--- src/design/wrs_pkg.sv ---
// package of register offsets, reset values and operation codes for the working register and stack block
package wrs_pkg;
  localparam logic [7:0] ADDR_SLICE_FIRST = 8'hD6; // first slice pointer
  localparam logic [7:0] ADDR_SLICE_SECOND = 8'hD7; // second slice pointer
  localparam logic [7:0] ADDR_SP_HIGH = 8'hD8; // stack pointer high byte
  localparam logic [7:0] ADDR_SP_LOW = 8'hD9; // stack pointer low byte
  localparam logic [7:0] ADDR_STACK_STATUS = 8'hF0; // block status (read only)
  localparam logic [7:0] RESET_SLICE_FIRST = 8'hC0; // selects C0..C7
  localparam logic [7:0] RESET_SLICE_SECOND = 8'hC8; // selects C8..CF
  localparam logic [3:0] WREG_PREFIX = 4'hC; // 8-bit working register marker
  localparam int SLICE_LSB = 3; // slice pointer bits below this are ignored
  localparam int SEL_BIT = 3; // operand bit choosing the pointer
  // stack operation codes from the sequencer
  typedef enum logic [3:0] {
    WRS_OP_NONE,
    WRS_OP_CALL,
    WRS_OP_RET,
    WRS_OP_INT,
    WRS_OP_INT_RETURN,
    WRS_OP_PUSH,
    WRS_OP_POP,
    WRS_OP_USER_PUSH_INCR,
    WRS_OP_USER_PUSH_DECR,
    WRS_OP_USER_POP_INCR,
    WRS_OP_USER_POP_DECR
  } wrs_op_t;
endpackage : wrs_pkg

--- src/design/wrs_addr_calc.sv ---
// working register address formation from 4-bit and 8-bit operands
`timescale 1ns/1ps
module wrs_addr_calc (
  input wire logic [7:0] slice_first, // first slice pointer
  input wire logic [7:0] slice_second, // second slice pointer
  input wire logic [7:0] operand, // register operand
  input wire logic short_form, // operand is a 4-bit working reference
  output logic [7:0] reg_addr, // resolved register address
  output logic is_working // operand resolved through a slice pointer
);
  logic [3:0] nib; // working nibble
  logic [7:0] ptr; // chosen pointer
  // resolve operand combinationally
  always_comb begin
    nib = operand[3:0];
    is_working = short_form || (operand[7:4] == wrs_pkg::WREG_PREFIX);
    ptr = nib[wrs_pkg::SEL_BIT] ? slice_second : slice_first;
    if (is_working) begin
      // low pointer bits are dropped here, yet still kept in the register
      reg_addr = {ptr[7:wrs_pkg::SLICE_LSB], nib[2:0]};
    end else begin
      reg_addr = operand; // plain register address
    end
  end
endmodule : wrs_addr_calc

--- src/design/wrs_core.sv ---
// working register pointers, address resolution and system/user stack pointer
`timescale 1ns/1ps
// Notes on behaviour
// - nibble msb picks first or second pointer
// - pointer upper five bits form address 7..3
// - operand low three bits form address 2..0
// - upper nibble 1100B means working reference
// - 8-bit form uses bit 3 to pick
// - call pushes pc, return pops pc
// - interrupt pushes pc and flags; return pops
// - predecrement on push, postincrement on pop
// - stack pointer bytes at D8H and D9H
// - stack pointer has no reset value
// - low byte carry or borrow hits high
// - high byte usable as general storage
// - four user stack push/pop variants
// - reset pointers select C0H and C8H slices
// - slice pointers mapped at D6H, D7H
module wrs_core (
  input wire logic clk, // 10 MHz core clock
  input wire logic rst_b, // synchronous reset, active low
  input wire logic clk_en, // clock enable, freezes all state when low unless reset is asserted
  input wire logic [7:0] reg_addr, // register bus address
  input wire logic [7:0] reg_wdata, // register bus write data
  input wire logic reg_wr, // register bus write strobe
  input wire logic reg_rd, // register bus read strobe
  output logic [7:0] reg_rdata, // read data, one cycle after strobe
  input wire logic [7:0] wr_operand, // working register operand
  input wire logic wr_short, // operand is a 4-bit form
  output logic [7:0] wr_addr, // registered resolved address
  output logic wr_is_working, // registered working flag
  input wire logic [3:0] stk_op, // stack operation request, one cycle
  input wire logic [15:0] stk_pc, // program counter to save
  input wire logic [7:0] stk_flags, // flags to save
  input wire logic [7:0] stk_data, // data byte to push
  input wire logic [7:0] user_ptr, // user stack pointer register value
  output logic [7:0] user_ptr_new, // updated user stack pointer
  output logic user_ptr_we, // user stack pointer write pulse
  output logic [15:0] mem_addr, // stack memory byte address
  output logic [7:0] mem_wdata, // stack memory write data
  output logic mem_we, // stack memory write pulse
  output logic mem_re, // stack memory read pulse
  input wire logic [7:0] mem_rdata, // stack memory data, one cycle after read
  output logic [15:0] pc_load, // restored program counter
  output logic pc_load_we, // program counter load pulse
  output logic [7:0] flags_load, // restored flags
  output logic flags_load_we, // flags load pulse
  output logic [7:0] pop_data, // popped data byte
  output logic pop_data_we, // popped data valid pulse
  output logic stk_busy // stack sequence in progress
);
  // stack sequencer states
  typedef enum logic [2:0] {ST_IDLE, ST_PUSH, ST_POP, ST_READ, ST_WAIT} wrs_st_t;

  logic [7:0] slice_first_r, slice_first_nxt; // first slice pointer
  logic [7:0] slice_second_r, slice_second_nxt; // second slice pointer
  logic [15:0] sp_r, sp_nxt; // stack pointer
  logic [7:0] rdata_r, rdata_nxt; // read data
  logic [7:0] waddr_r, waddr_nxt; // resolved address
  logic wwork_r, wwork_nxt; // working flag
  wrs_st_t st_r, st_nxt; // sequencer state
  logic busy_r, busy_nxt; // busy kept in its own flop so the port comes straight from one
  logic [2:0] cnt_r, cnt_nxt; // bytes left in sequence
  logic [3:0] op_r, op_nxt; // latched operation
  logic [31:0] sh_r, sh_nxt; // push bytes, next byte in bits 7..0
  logic [31:0] acc_r, acc_nxt; // popped bytes
  logic [15:0] maddr_r, maddr_nxt; // memory address
  logic [7:0] mwd_r, mwd_nxt; // memory write data
  logic mwe_r, mwe_nxt; // memory write pulse
  logic mre_r, mre_nxt; // memory read pulse
  logic [7:0] uptr_r, uptr_nxt; // user pointer result
  logic uwe_r, uwe_nxt; // user pointer write
  logic [15:0] pcl_r, pcl_nxt; // pc load
  logic pcwe_r, pcwe_nxt; // pc load pulse
  logic [7:0] fl_r, fl_nxt; // flags load
  logic flwe_r, flwe_nxt; // flags load pulse
  logic [7:0] pd_r, pd_nxt; // pop data
  logic pdwe_r, pdwe_nxt; // pop data pulse
  logic [7:0] calc_addr; // combinational resolved address
  logic calc_work; // combinational working flag
  logic sp_wr_user; // software writes a stack byte this cycle

  // shared address resolution
  wrs_addr_calc u_addr (
    .slice_first(slice_first_r),
    .slice_second(slice_second_r),
    .operand(wr_operand),
    .short_form(wr_short),
    .reg_addr(calc_addr),
    .is_working(calc_work)
  );

  // register file next values; a software stack pointer write in a push or pop cycle is lost
  // because the sequencer's stack update there overrides sp_nxt
  always_comb begin
    slice_first_nxt = slice_first_r;
    slice_second_nxt = slice_second_r;
    rdata_nxt = 8'h00;
    waddr_nxt = calc_addr;
    wwork_nxt = calc_work;
    sp_wr_user = 1'b0;
    if (reg_wr) begin
      unique case (reg_addr)
        wrs_pkg::ADDR_SLICE_FIRST: slice_first_nxt = reg_wdata;
        wrs_pkg::ADDR_SLICE_SECOND: slice_second_nxt = reg_wdata;
        wrs_pkg::ADDR_SP_HIGH, wrs_pkg::ADDR_SP_LOW: sp_wr_user = 1'b1;
        default: begin
          // unmapped addresses ignore writes
        end
      endcase
    end
    if (reg_rd) begin
      unique case (reg_addr)
        wrs_pkg::ADDR_SLICE_FIRST: rdata_nxt = slice_first_r;
        wrs_pkg::ADDR_SLICE_SECOND: rdata_nxt = slice_second_r;
        wrs_pkg::ADDR_SP_HIGH: rdata_nxt = sp_r[15:8];
        wrs_pkg::ADDR_SP_LOW: rdata_nxt = sp_r[7:0];
        wrs_pkg::ADDR_STACK_STATUS: rdata_nxt = {7'h00, st_r != ST_IDLE};
        default: rdata_nxt = 8'h00; // unmapped reads return zero
      endcase
    end
  end

  // stack sequencer next values
  always_comb begin
    st_nxt = st_r;
    cnt_nxt = cnt_r;
    op_nxt = op_r;
    sh_nxt = sh_r;
    acc_nxt = acc_r;
    sp_nxt = sp_r;
    maddr_nxt = maddr_r;
    mwd_nxt = mwd_r;
    mwe_nxt = 1'b0;
    mre_nxt = 1'b0;
    uptr_nxt = uptr_r;
    uwe_nxt = 1'b0;
    pcl_nxt = pcl_r;
    pcwe_nxt = 1'b0;
    fl_nxt = fl_r;
    flwe_nxt = 1'b0;
    pd_nxt = pd_r;
    pdwe_nxt = 1'b0;
    if (sp_wr_user) begin
      // high byte is plain storage when the stack lives in the low byte
      if (reg_addr == wrs_pkg::ADDR_SP_HIGH) sp_nxt[15:8] = reg_wdata;
      else sp_nxt[7:0] = reg_wdata;
    end
    unique case (st_r)
      ST_IDLE: begin
        op_nxt = stk_op;
        acc_nxt = 32'h0000_0000;
        unique case (stk_op)
          wrs_pkg::WRS_OP_CALL: begin
            sh_nxt = {16'h0000, stk_pc[15:8], stk_pc[7:0]};
            cnt_nxt = 3'd2;
            st_nxt = ST_PUSH;
          end
          wrs_pkg::WRS_OP_INT: begin
            sh_nxt = {8'h00, stk_flags, stk_pc[15:8], stk_pc[7:0]};
            cnt_nxt = 3'd3;
            st_nxt = ST_PUSH;
          end
          wrs_pkg::WRS_OP_PUSH: begin
            sh_nxt = {24'h000000, stk_data};
            cnt_nxt = 3'd1;
            st_nxt = ST_PUSH;
          end
          wrs_pkg::WRS_OP_RET: begin
            cnt_nxt = 3'd2;
            st_nxt = ST_POP;
          end
          wrs_pkg::WRS_OP_INT_RETURN: begin
            cnt_nxt = 3'd3;
            st_nxt = ST_POP;
          end
          wrs_pkg::WRS_OP_POP: begin
            cnt_nxt = 3'd1;
            st_nxt = ST_POP;
          end
          wrs_pkg::WRS_OP_USER_PUSH_INCR, wrs_pkg::WRS_OP_USER_PUSH_DECR: begin
            // user stacks: pointer moves first, then the byte is written
            uptr_nxt = (stk_op == wrs_pkg::WRS_OP_USER_PUSH_INCR) ? user_ptr + 8'h01
                                                                  : user_ptr - 8'h01;
            uwe_nxt = 1'b1;
            maddr_nxt = {8'h00, uptr_nxt};
            mwd_nxt = stk_data;
            mwe_nxt = 1'b1;
          end
          wrs_pkg::WRS_OP_USER_POP_INCR, wrs_pkg::WRS_OP_USER_POP_DECR: begin
            uptr_nxt = (stk_op == wrs_pkg::WRS_OP_USER_POP_INCR) ? user_ptr + 8'h01
                                                                 : user_ptr - 8'h01;
            uwe_nxt = 1'b1;
            maddr_nxt = {8'h00, user_ptr};
            mre_nxt = 1'b1;
            cnt_nxt = 3'd1;
            st_nxt = ST_READ;
          end
          default: begin
            // no operation
          end
        endcase
      end
      ST_PUSH: begin
        // 16-bit decrement lets a low-byte borrow reach the high byte
        sp_nxt = sp_r - 16'h0001;
        maddr_nxt = sp_nxt;
        mwd_nxt = sh_r[7:0];
        mwe_nxt = 1'b1;
        sh_nxt = {8'h00, sh_r[31:8]};
        cnt_nxt = cnt_r - 3'd1;
        if (cnt_r == 3'd1) st_nxt = ST_IDLE;
      end
      ST_POP: begin
        maddr_nxt = sp_r; // read at top, then step past it
        mre_nxt = 1'b1;
        sp_nxt = sp_r + 16'h0001;
        st_nxt = ST_READ;
      end
      ST_READ: begin
        // read strobe is on the port now; the memory answers one cycle later
        st_nxt = ST_WAIT;
      end
      ST_WAIT: begin
        // bytes come back in reverse push order: last pushed first
        acc_nxt = {acc_r[23:0], mem_rdata};
        cnt_nxt = cnt_r - 3'd1;
        if (cnt_r == 3'd1) begin
          st_nxt = ST_IDLE;
          unique case (op_r)
            wrs_pkg::WRS_OP_RET: begin
              pcl_nxt = {acc_r[7:0], mem_rdata};
              pcwe_nxt = 1'b1;
            end
            wrs_pkg::WRS_OP_INT_RETURN: begin
              fl_nxt = acc_r[15:8];
              flwe_nxt = 1'b1;
              pcl_nxt = {acc_r[7:0], mem_rdata};
              pcwe_nxt = 1'b1;
            end
            default: begin
              pd_nxt = mem_rdata;
              pdwe_nxt = 1'b1;
            end
          endcase
        end else begin
          st_nxt = ST_POP;
        end
      end
    endcase
    busy_nxt = (st_nxt != ST_IDLE);
  end

  // register update; stack pointer left out of reset on purpose
  always_ff @(posedge clk) begin
    if (clk_en) begin
      sp_r <= sp_nxt;
      rdata_r <= rdata_nxt;
      waddr_r <= waddr_nxt;
      wwork_r <= wwork_nxt;
      sh_r <= sh_nxt;
      acc_r <= acc_nxt;
      maddr_r <= maddr_nxt;
      mwd_r <= mwd_nxt;
      uptr_r <= uptr_nxt;
      pcl_r <= pcl_nxt;
      fl_r <= fl_nxt;
      pd_r <= pd_nxt;
      op_r <= op_nxt;
      cnt_r <= cnt_nxt;
    end
    if (!rst_b) begin
      slice_first_r <= wrs_pkg::RESET_SLICE_FIRST;
      slice_second_r <= wrs_pkg::RESET_SLICE_SECOND;
      st_r <= ST_IDLE;
      busy_r <= 1'b0;
      mwe_r <= 1'b0;
      mre_r <= 1'b0;
      uwe_r <= 1'b0;
      pcwe_r <= 1'b0;
      flwe_r <= 1'b0;
      pdwe_r <= 1'b0;
    end else if (clk_en) begin
      slice_first_r <= slice_first_nxt;
      slice_second_r <= slice_second_nxt;
      st_r <= st_nxt;
      busy_r <= busy_nxt;
      mwe_r <= mwe_nxt;
      mre_r <= mre_nxt;
      uwe_r <= uwe_nxt;
      pcwe_r <= pcwe_nxt;
      flwe_r <= flwe_nxt;
      pdwe_r <= pdwe_nxt;
    end
  end

  assign reg_rdata = rdata_r;
  assign wr_addr = waddr_r;
  assign wr_is_working = wwork_r;
  assign user_ptr_new = uptr_r;
  assign user_ptr_we = uwe_r;
  assign mem_addr = maddr_r;
  assign mem_wdata = mwd_r;
  assign mem_we = mwe_r;
  assign mem_re = mre_r;
  assign pc_load = pcl_r;
  assign pc_load_we = pcwe_r;
  assign flags_load = fl_r;
  assign flags_load_we = flwe_r;
  assign pop_data = pd_r;
  assign pop_data_we = pdwe_r;
  assign stk_busy = busy_r;
endmodule : wrs_core

--- config.mk ---
export PLATFORM = sky130hd
export DESIGN_NAME = wrs_core
export DESIGN_NICKNAME = d
export VERILOG_FILES = /design/src/design/wrs_pkg.sv /design/src/design/wrs_addr_calc.sv /design/src/design/wrs_core.sv
export SDC_FILE = /design/constraint.sdc
export NUM_CORES = 1
export LEC_CHECK = 0
export BUFFER_PORTS_ARGS = -buffer_cell sky130_fd_sc_hd__buf_2
export CAP_MARGIN = 30
export CORE_AREA = 2 2 122 124
export DETAILED_ROUTE_END_ITERATION = 12
export DIE_AREA = 0 0 124 126
export GPL_TIMING_DRIVEN = 0
export PLACE_DENSITY = 0.85
export SLEW_MARGIN = 10
export SYNTH_ARGS = -nofsm -noshare
export SYNTH_HDL_FRONTEND = slang
export SYNTH_SLANG_ARGS = --single-unit
--- constraint.sdc ---
create_clock -name clk -period 9.7 [get_ports clk]
set_input_delay 0.485 -clock clk [delete_from_list [all_inputs] [get_ports clk]]
set_output_delay 0.485 -clock clk [all_outputs]
set_load 0.05 [all_outputs]
# Yosys cells after proc, flatten, opt, wreduce, memory -nomap -nowiden
# Cells that the tools add are included.
[totals]
register_bits = 178
latchBits = 0
mem_bits_rw = 0
rom_bits = 0
output_inout_bits = 88
word_cells = 135
mem_count = 0
[classes]
n_addsub = 5
mul = 0
div = 0
order_cmp = 0
eq_ne = 28
shifts = 0
n_mux = 40
bitwise_logic = 1
reduce_logical = 36
[ops]
columns = ["operator", "n"]
rows = [
  ["$pmux W16 S2", 3],
  ["$pmux W32 S3", 1],
  ["$pmux W32 S2", 1],
  ["$mux W8", 7],
  ["$pmux W16 S3", 1],
  ["$eq A8 B8 Y1 const B", 5],
  ["$pmux W8 S5", 1],
  ["$pmux W8 S2", 2],
  ["$reduce_and A3 Y1", 9],
  ["$eq A4 B3 Y1 const B", 5],
  ["$pmux W3 S3", 2],
  ["$add A16 B1 Y16 const B", 1],
  ["$eq A4 B4 Y1 const B", 4],
  ["$mux W16", 1],
  ["$sub A16 B1 Y16 const B", 1],
  ["$mux W1", 15],
  ["$pmux W3 S5", 1],
  ["$reduce_bool A3 Y1", 5],
  ["$reduce_or A2 Y1", 7],
  ["$eq A4 B2 Y1 const B", 3],
  ["$reduce_and A4 Y1", 3],
  ["$add A8 B1 Y8 const B", 1],
  ["$reduce_bool A2 Y1", 4],
  ["$reduce_or A4 Y1", 2],
  ["19 further kinds", 25],
]

# Longest topological paths before layout
[depth]
depth_word = 6
ltp_mapped = 9
depth_no_buf = 7

# Cells and area by module
# From an unflattened synthesis, not the netlist that was laid out.
[hier_totals]
hier_cells = 759
hier_area_um2 = 8490.6
[by_module_without_submodules]
columns = ["mod", "instances", "cells_each", "area_per_inst_um2", "seq_area_each_um2"]
rows = [
  ["wrs_core", 1, 736, 8326.7, 4844.6],
  ["wrs_addr_calc", 1, 23, 163.9, 0.0],
]

# Least setup slack after synthesis
# Ideal clock, no wire load.
[synth_path]
path_type = "input to register"
from = "in stk_op[1]"
to = "reg sh_r[0] (enable)"
setup_ns = 0.435
arrival_time_ns = 2.749
slack_ns = 6.516
stages = 5
cell_sequence = "clkbuf_1 > buf_1 > nand2_1 > a31oi_1 > nor3_1"
[synth_via]
elab_chain_len = 3
[synth_lines]
columns = ["element", "line", "text"]
rows = [
  ["from (decl)", "wrs_core.sv:32", "input wire logic [3:0] stk_op,"],
  ["$eq A4 B3 Y1, or another cell as far along", "wrs_core.sv:153", "unique case (stk_op)"],
  ["$ne A4 B1 Y1 (no source line) (*)", "--", ""],
  ["$reduce_and A3 Y1 (no source line) (*)", "--", ""],
  ["to (signal assigned)", "wrs_core.sv:261", "sh_r <= sh_nxt;"],
  ["to (decl)", "wrs_core.sv:65", "logic [31:0] sh_r, sh_nxt;"],
]
# Mark *: on every way between the ends. The rest lies on a longest branch, timed or not.
# A chain may end at the register's enable or synchronous reset.

# Worst setup path in the final report
[layout_path]
from = "reg sp_r[0]"
to = "reg sp_r[8], data pin"
[layout_via]
elab_chain_len = 2
[layout_lines]
columns = ["element", "line", "text"]
rows = [
  ["from (decl)", "wrs_core.sv:57", "logic [15:0] sp_r, sp_nxt;"],
  ["from (signal assigned)", "wrs_core.sv:257", "sp_r <= sp_nxt;"],
  ["$add A16 B1 Y16 / $sub A16 B1 Y16 (equally long branches)", "wrs_core.sv:217, wrs_core.sv:206", ""],
  ["$pmux W16 S2 (*)", "wrs_core.sv:149", "unique case (st_r)"],
  ["named net sp_nxt[8]", "wrs_core.sv:57", ""],
]
# The timed path passes the listed nets; every way through them passes the cells marked *.

==> reports/metrics.cfg <==
[run_status]
outcome = complete, no violations

[clock_tree]
insertion_delay_ns = 0.44
clk_pin_slew_ns = 0.07
cts_tree = done
cts_buffer_depth = 2
cts_sinks = 170
htreeDepth = 4
cts_buffers = 17
cts_resized = 0
postCtsHoldBufs = 0
post-cts-setup-buffers = 0
root_buffer = clkbuf_16

[timing]
timing.final.crit_share_pct = 30.7
tns_ns = 0
maxSlewViolCount = 0
worstMarginPinSlew_ns = 0.934
fin_skew_ns = 0.00815
slew_headroom_pct = 37.1
final_hold_viol_count = 0
setup_slack_ns = 6.73
setup_viol = 0
fin_crit_ns = 2.97
holdWs_ns = 0.227
timing.fmax_mhz = 336
rsz0062_at_grt = false

[logic_synthesis]
netlist_area_sq_mm = 0.00848
synth_area_per_cell_sq_um = 11.2
synthFlopType = edfxtp_1
ys_seq_elements = 170
ys.warnings.count = 0
yosysSeqAreaShare_pct = 57.2
synth_edf_count = 144
synth_fp_nets = 846
synthCells = 758
synth_async_sr_flop_share_pct = 0
ys_types = 68

[global_route]
busiest_layer = met2
antenna_found_initial = 0
grt-ovfl-total = 0
grt_usage_pct = 28.1
use_met2_pct = 45.7
grt_max_degree = 21
grtUsageMet3_pct = 5.84
grt_pass1_vias = 6503
use_met1_pct = 37.0
grt_pass1_wl_microns = 33400

[layout]
multiInputGateArea_sq_mm = 0.00335
layout_common_cells = buf_2 (171), edfxtp_1 (144), nand2_1 (80)
fillCellCount = 1035
layout_commonest_cell = buf_2
register_area_sq_mm = 0.00484
finalNetCount = 1036
drive_above_1_share_pct = 24.2
antenna_cells = 0
syn_to_final_growth_pct = 20.5
final_cells = 1145
fin_util_pct = 71.4

[worst_setup_path]
endpoint_kind = flop
worstSetupStartpointType = flop
crit_fanout = 10
worstPathArrival_ns = 3.16
crit_type = flop to flop
worst_ep_required_time_ns = 9.89
r2r-start = sp_r[0]
r2r_slack_ns = 6.73
crit_start = sp_r[0]

[floorplan]
pin_count = 170
initial_core_util_pct = 59.2
rows = 44
fp.dieH_microns = 126
core_area_sq_mm = 0.0143
dieArea_sq_mm = 0.0156
chipWidth_microns = 124

[job]
max_cap_violations = 0

[routing]
routed_wl_microns = 21500
wl_per_cell_microns = 18.7
via_per_inst = 6.06
ant_nets = 0
drt_iter0_drc = 771
drc = 0
drt_pass1_iterations = 5
vias = 6944

[pwr]
p_per_area_mw_per_mm2 = 179
p_leak_uw = 0.00392
irDropWorstVdd_mv = 0.133

[placed_design]
port_buffers = 165
dp.cells = 1113
gp_congestion = 0.947
pre_cts_ws_ns = 6.36
hpwl_microns = 15300

[worst_hold_path]
hold_class = primary input to flop
holdCritStartpoint = wr_operand[2]

## path summary, 6_finish.rpt
| path | cells past startpoint | end |
|---|---|---|
| worst max-delay path | 9 | sp_r[8] |
| worst min-delay path | 1 | wr_addr[2] |
| worst max register to register | 9 | sp_r[8] |
| worst min register to register | 0 | flags_load[0] |
## sequential cells by signal (all words and copies together) (netlist names), 16 cells and up
register / flops
sp_r: 16
sh_r: 24
mem_addr: 16
pc_load: 16
acc_r: 16
## where the power goes
part	leakage, uW	internal, uW	switching (uW)	total [uW]
Sequential	0.00155	840	12.1	852
Combinational	0.00206	84.2	194	278
Clock	0.000304	398	301	699
## per-layer routing
layer	vias to the layer above	part of all wire (%)	wire length [microns]
met5	-	0	0
met4	0	3.1	669
li1	3233	-	-
met1	3284	40	8580
met2	363	49	10500
met3	64	7.8	1670
## critical path, cell delays in order, from the launching register on
cell	delay, ns
edfxtp_1	0.42
clkbuf_1	0.25
inv_1	0.15
ha_1	0.29
or4b_1	0.46
clkbuf_1	0.21
nor4_1	0.35
xnor2_1	0.17
nor2_1	0.09
a311o_1	0.34
## cell type report
cell class	count	share of cell area (%)
buffer	64	2.56
clock buffer	18	4.30
clock inverter	14	1.68
inverter	11	0.404
multi-input combinational	513	32.8
sequential	170	47.4
tap	184	2.25
timing repair buffer	171	8.61
## per-stage QoR
step	total power (uW)	area (sq um)
after floorplan	1050	8480
after global placement	1130	9530
after detailed placement	1140	9610
after CTS	1830	10200
after global routing	1890	10200
final	1830	10200
## synth_stat cells, types with 13 or more instances
| cell | instances | share of area [%] |
|---|---|---|
| edfxtp_1 | 144 | 51 |
| nand2_1 | 80 | 3.5 |
| clkbuf_1 | 45 | 2.0 |
| mux2i_1 | 43 | 5.1 |
| nor2_1 | 39 | 1.7 |
| o21ai_0 | 39 | 2.3 |
| a21oi_1 | 29 | 1.7 |
| dfxtp_1 | 26 | 6.1 |
| nor2b_1 | 22 | 1.6 |
| xnor2_1 | 22 | 2.3 |
| and3_1 | 21 | 1.5 |
| nand3_1 | 16 | 0.94 |
| and2_1 | 13 | 0.96 |
| nor3_1 | 13 | 0.77 |
## cells by family (layout without fill, tap and decap cells)
logic type                 after synthesis  count (layout)  share of synthesized area [%]
xor gates and xnor gates                30              30                           3.10
adders and majority gates                6               6                          0.886
DFF                                    170             170                           57.2
muxes                                   45              45                           5.34
buffers and inverters                   75             278                           3.57
and+or+nand+nor                        273             273                           17.4
AOI/OAI and AO/OA                      159             159                           12.6
Power figures use the tool's default switching activity.
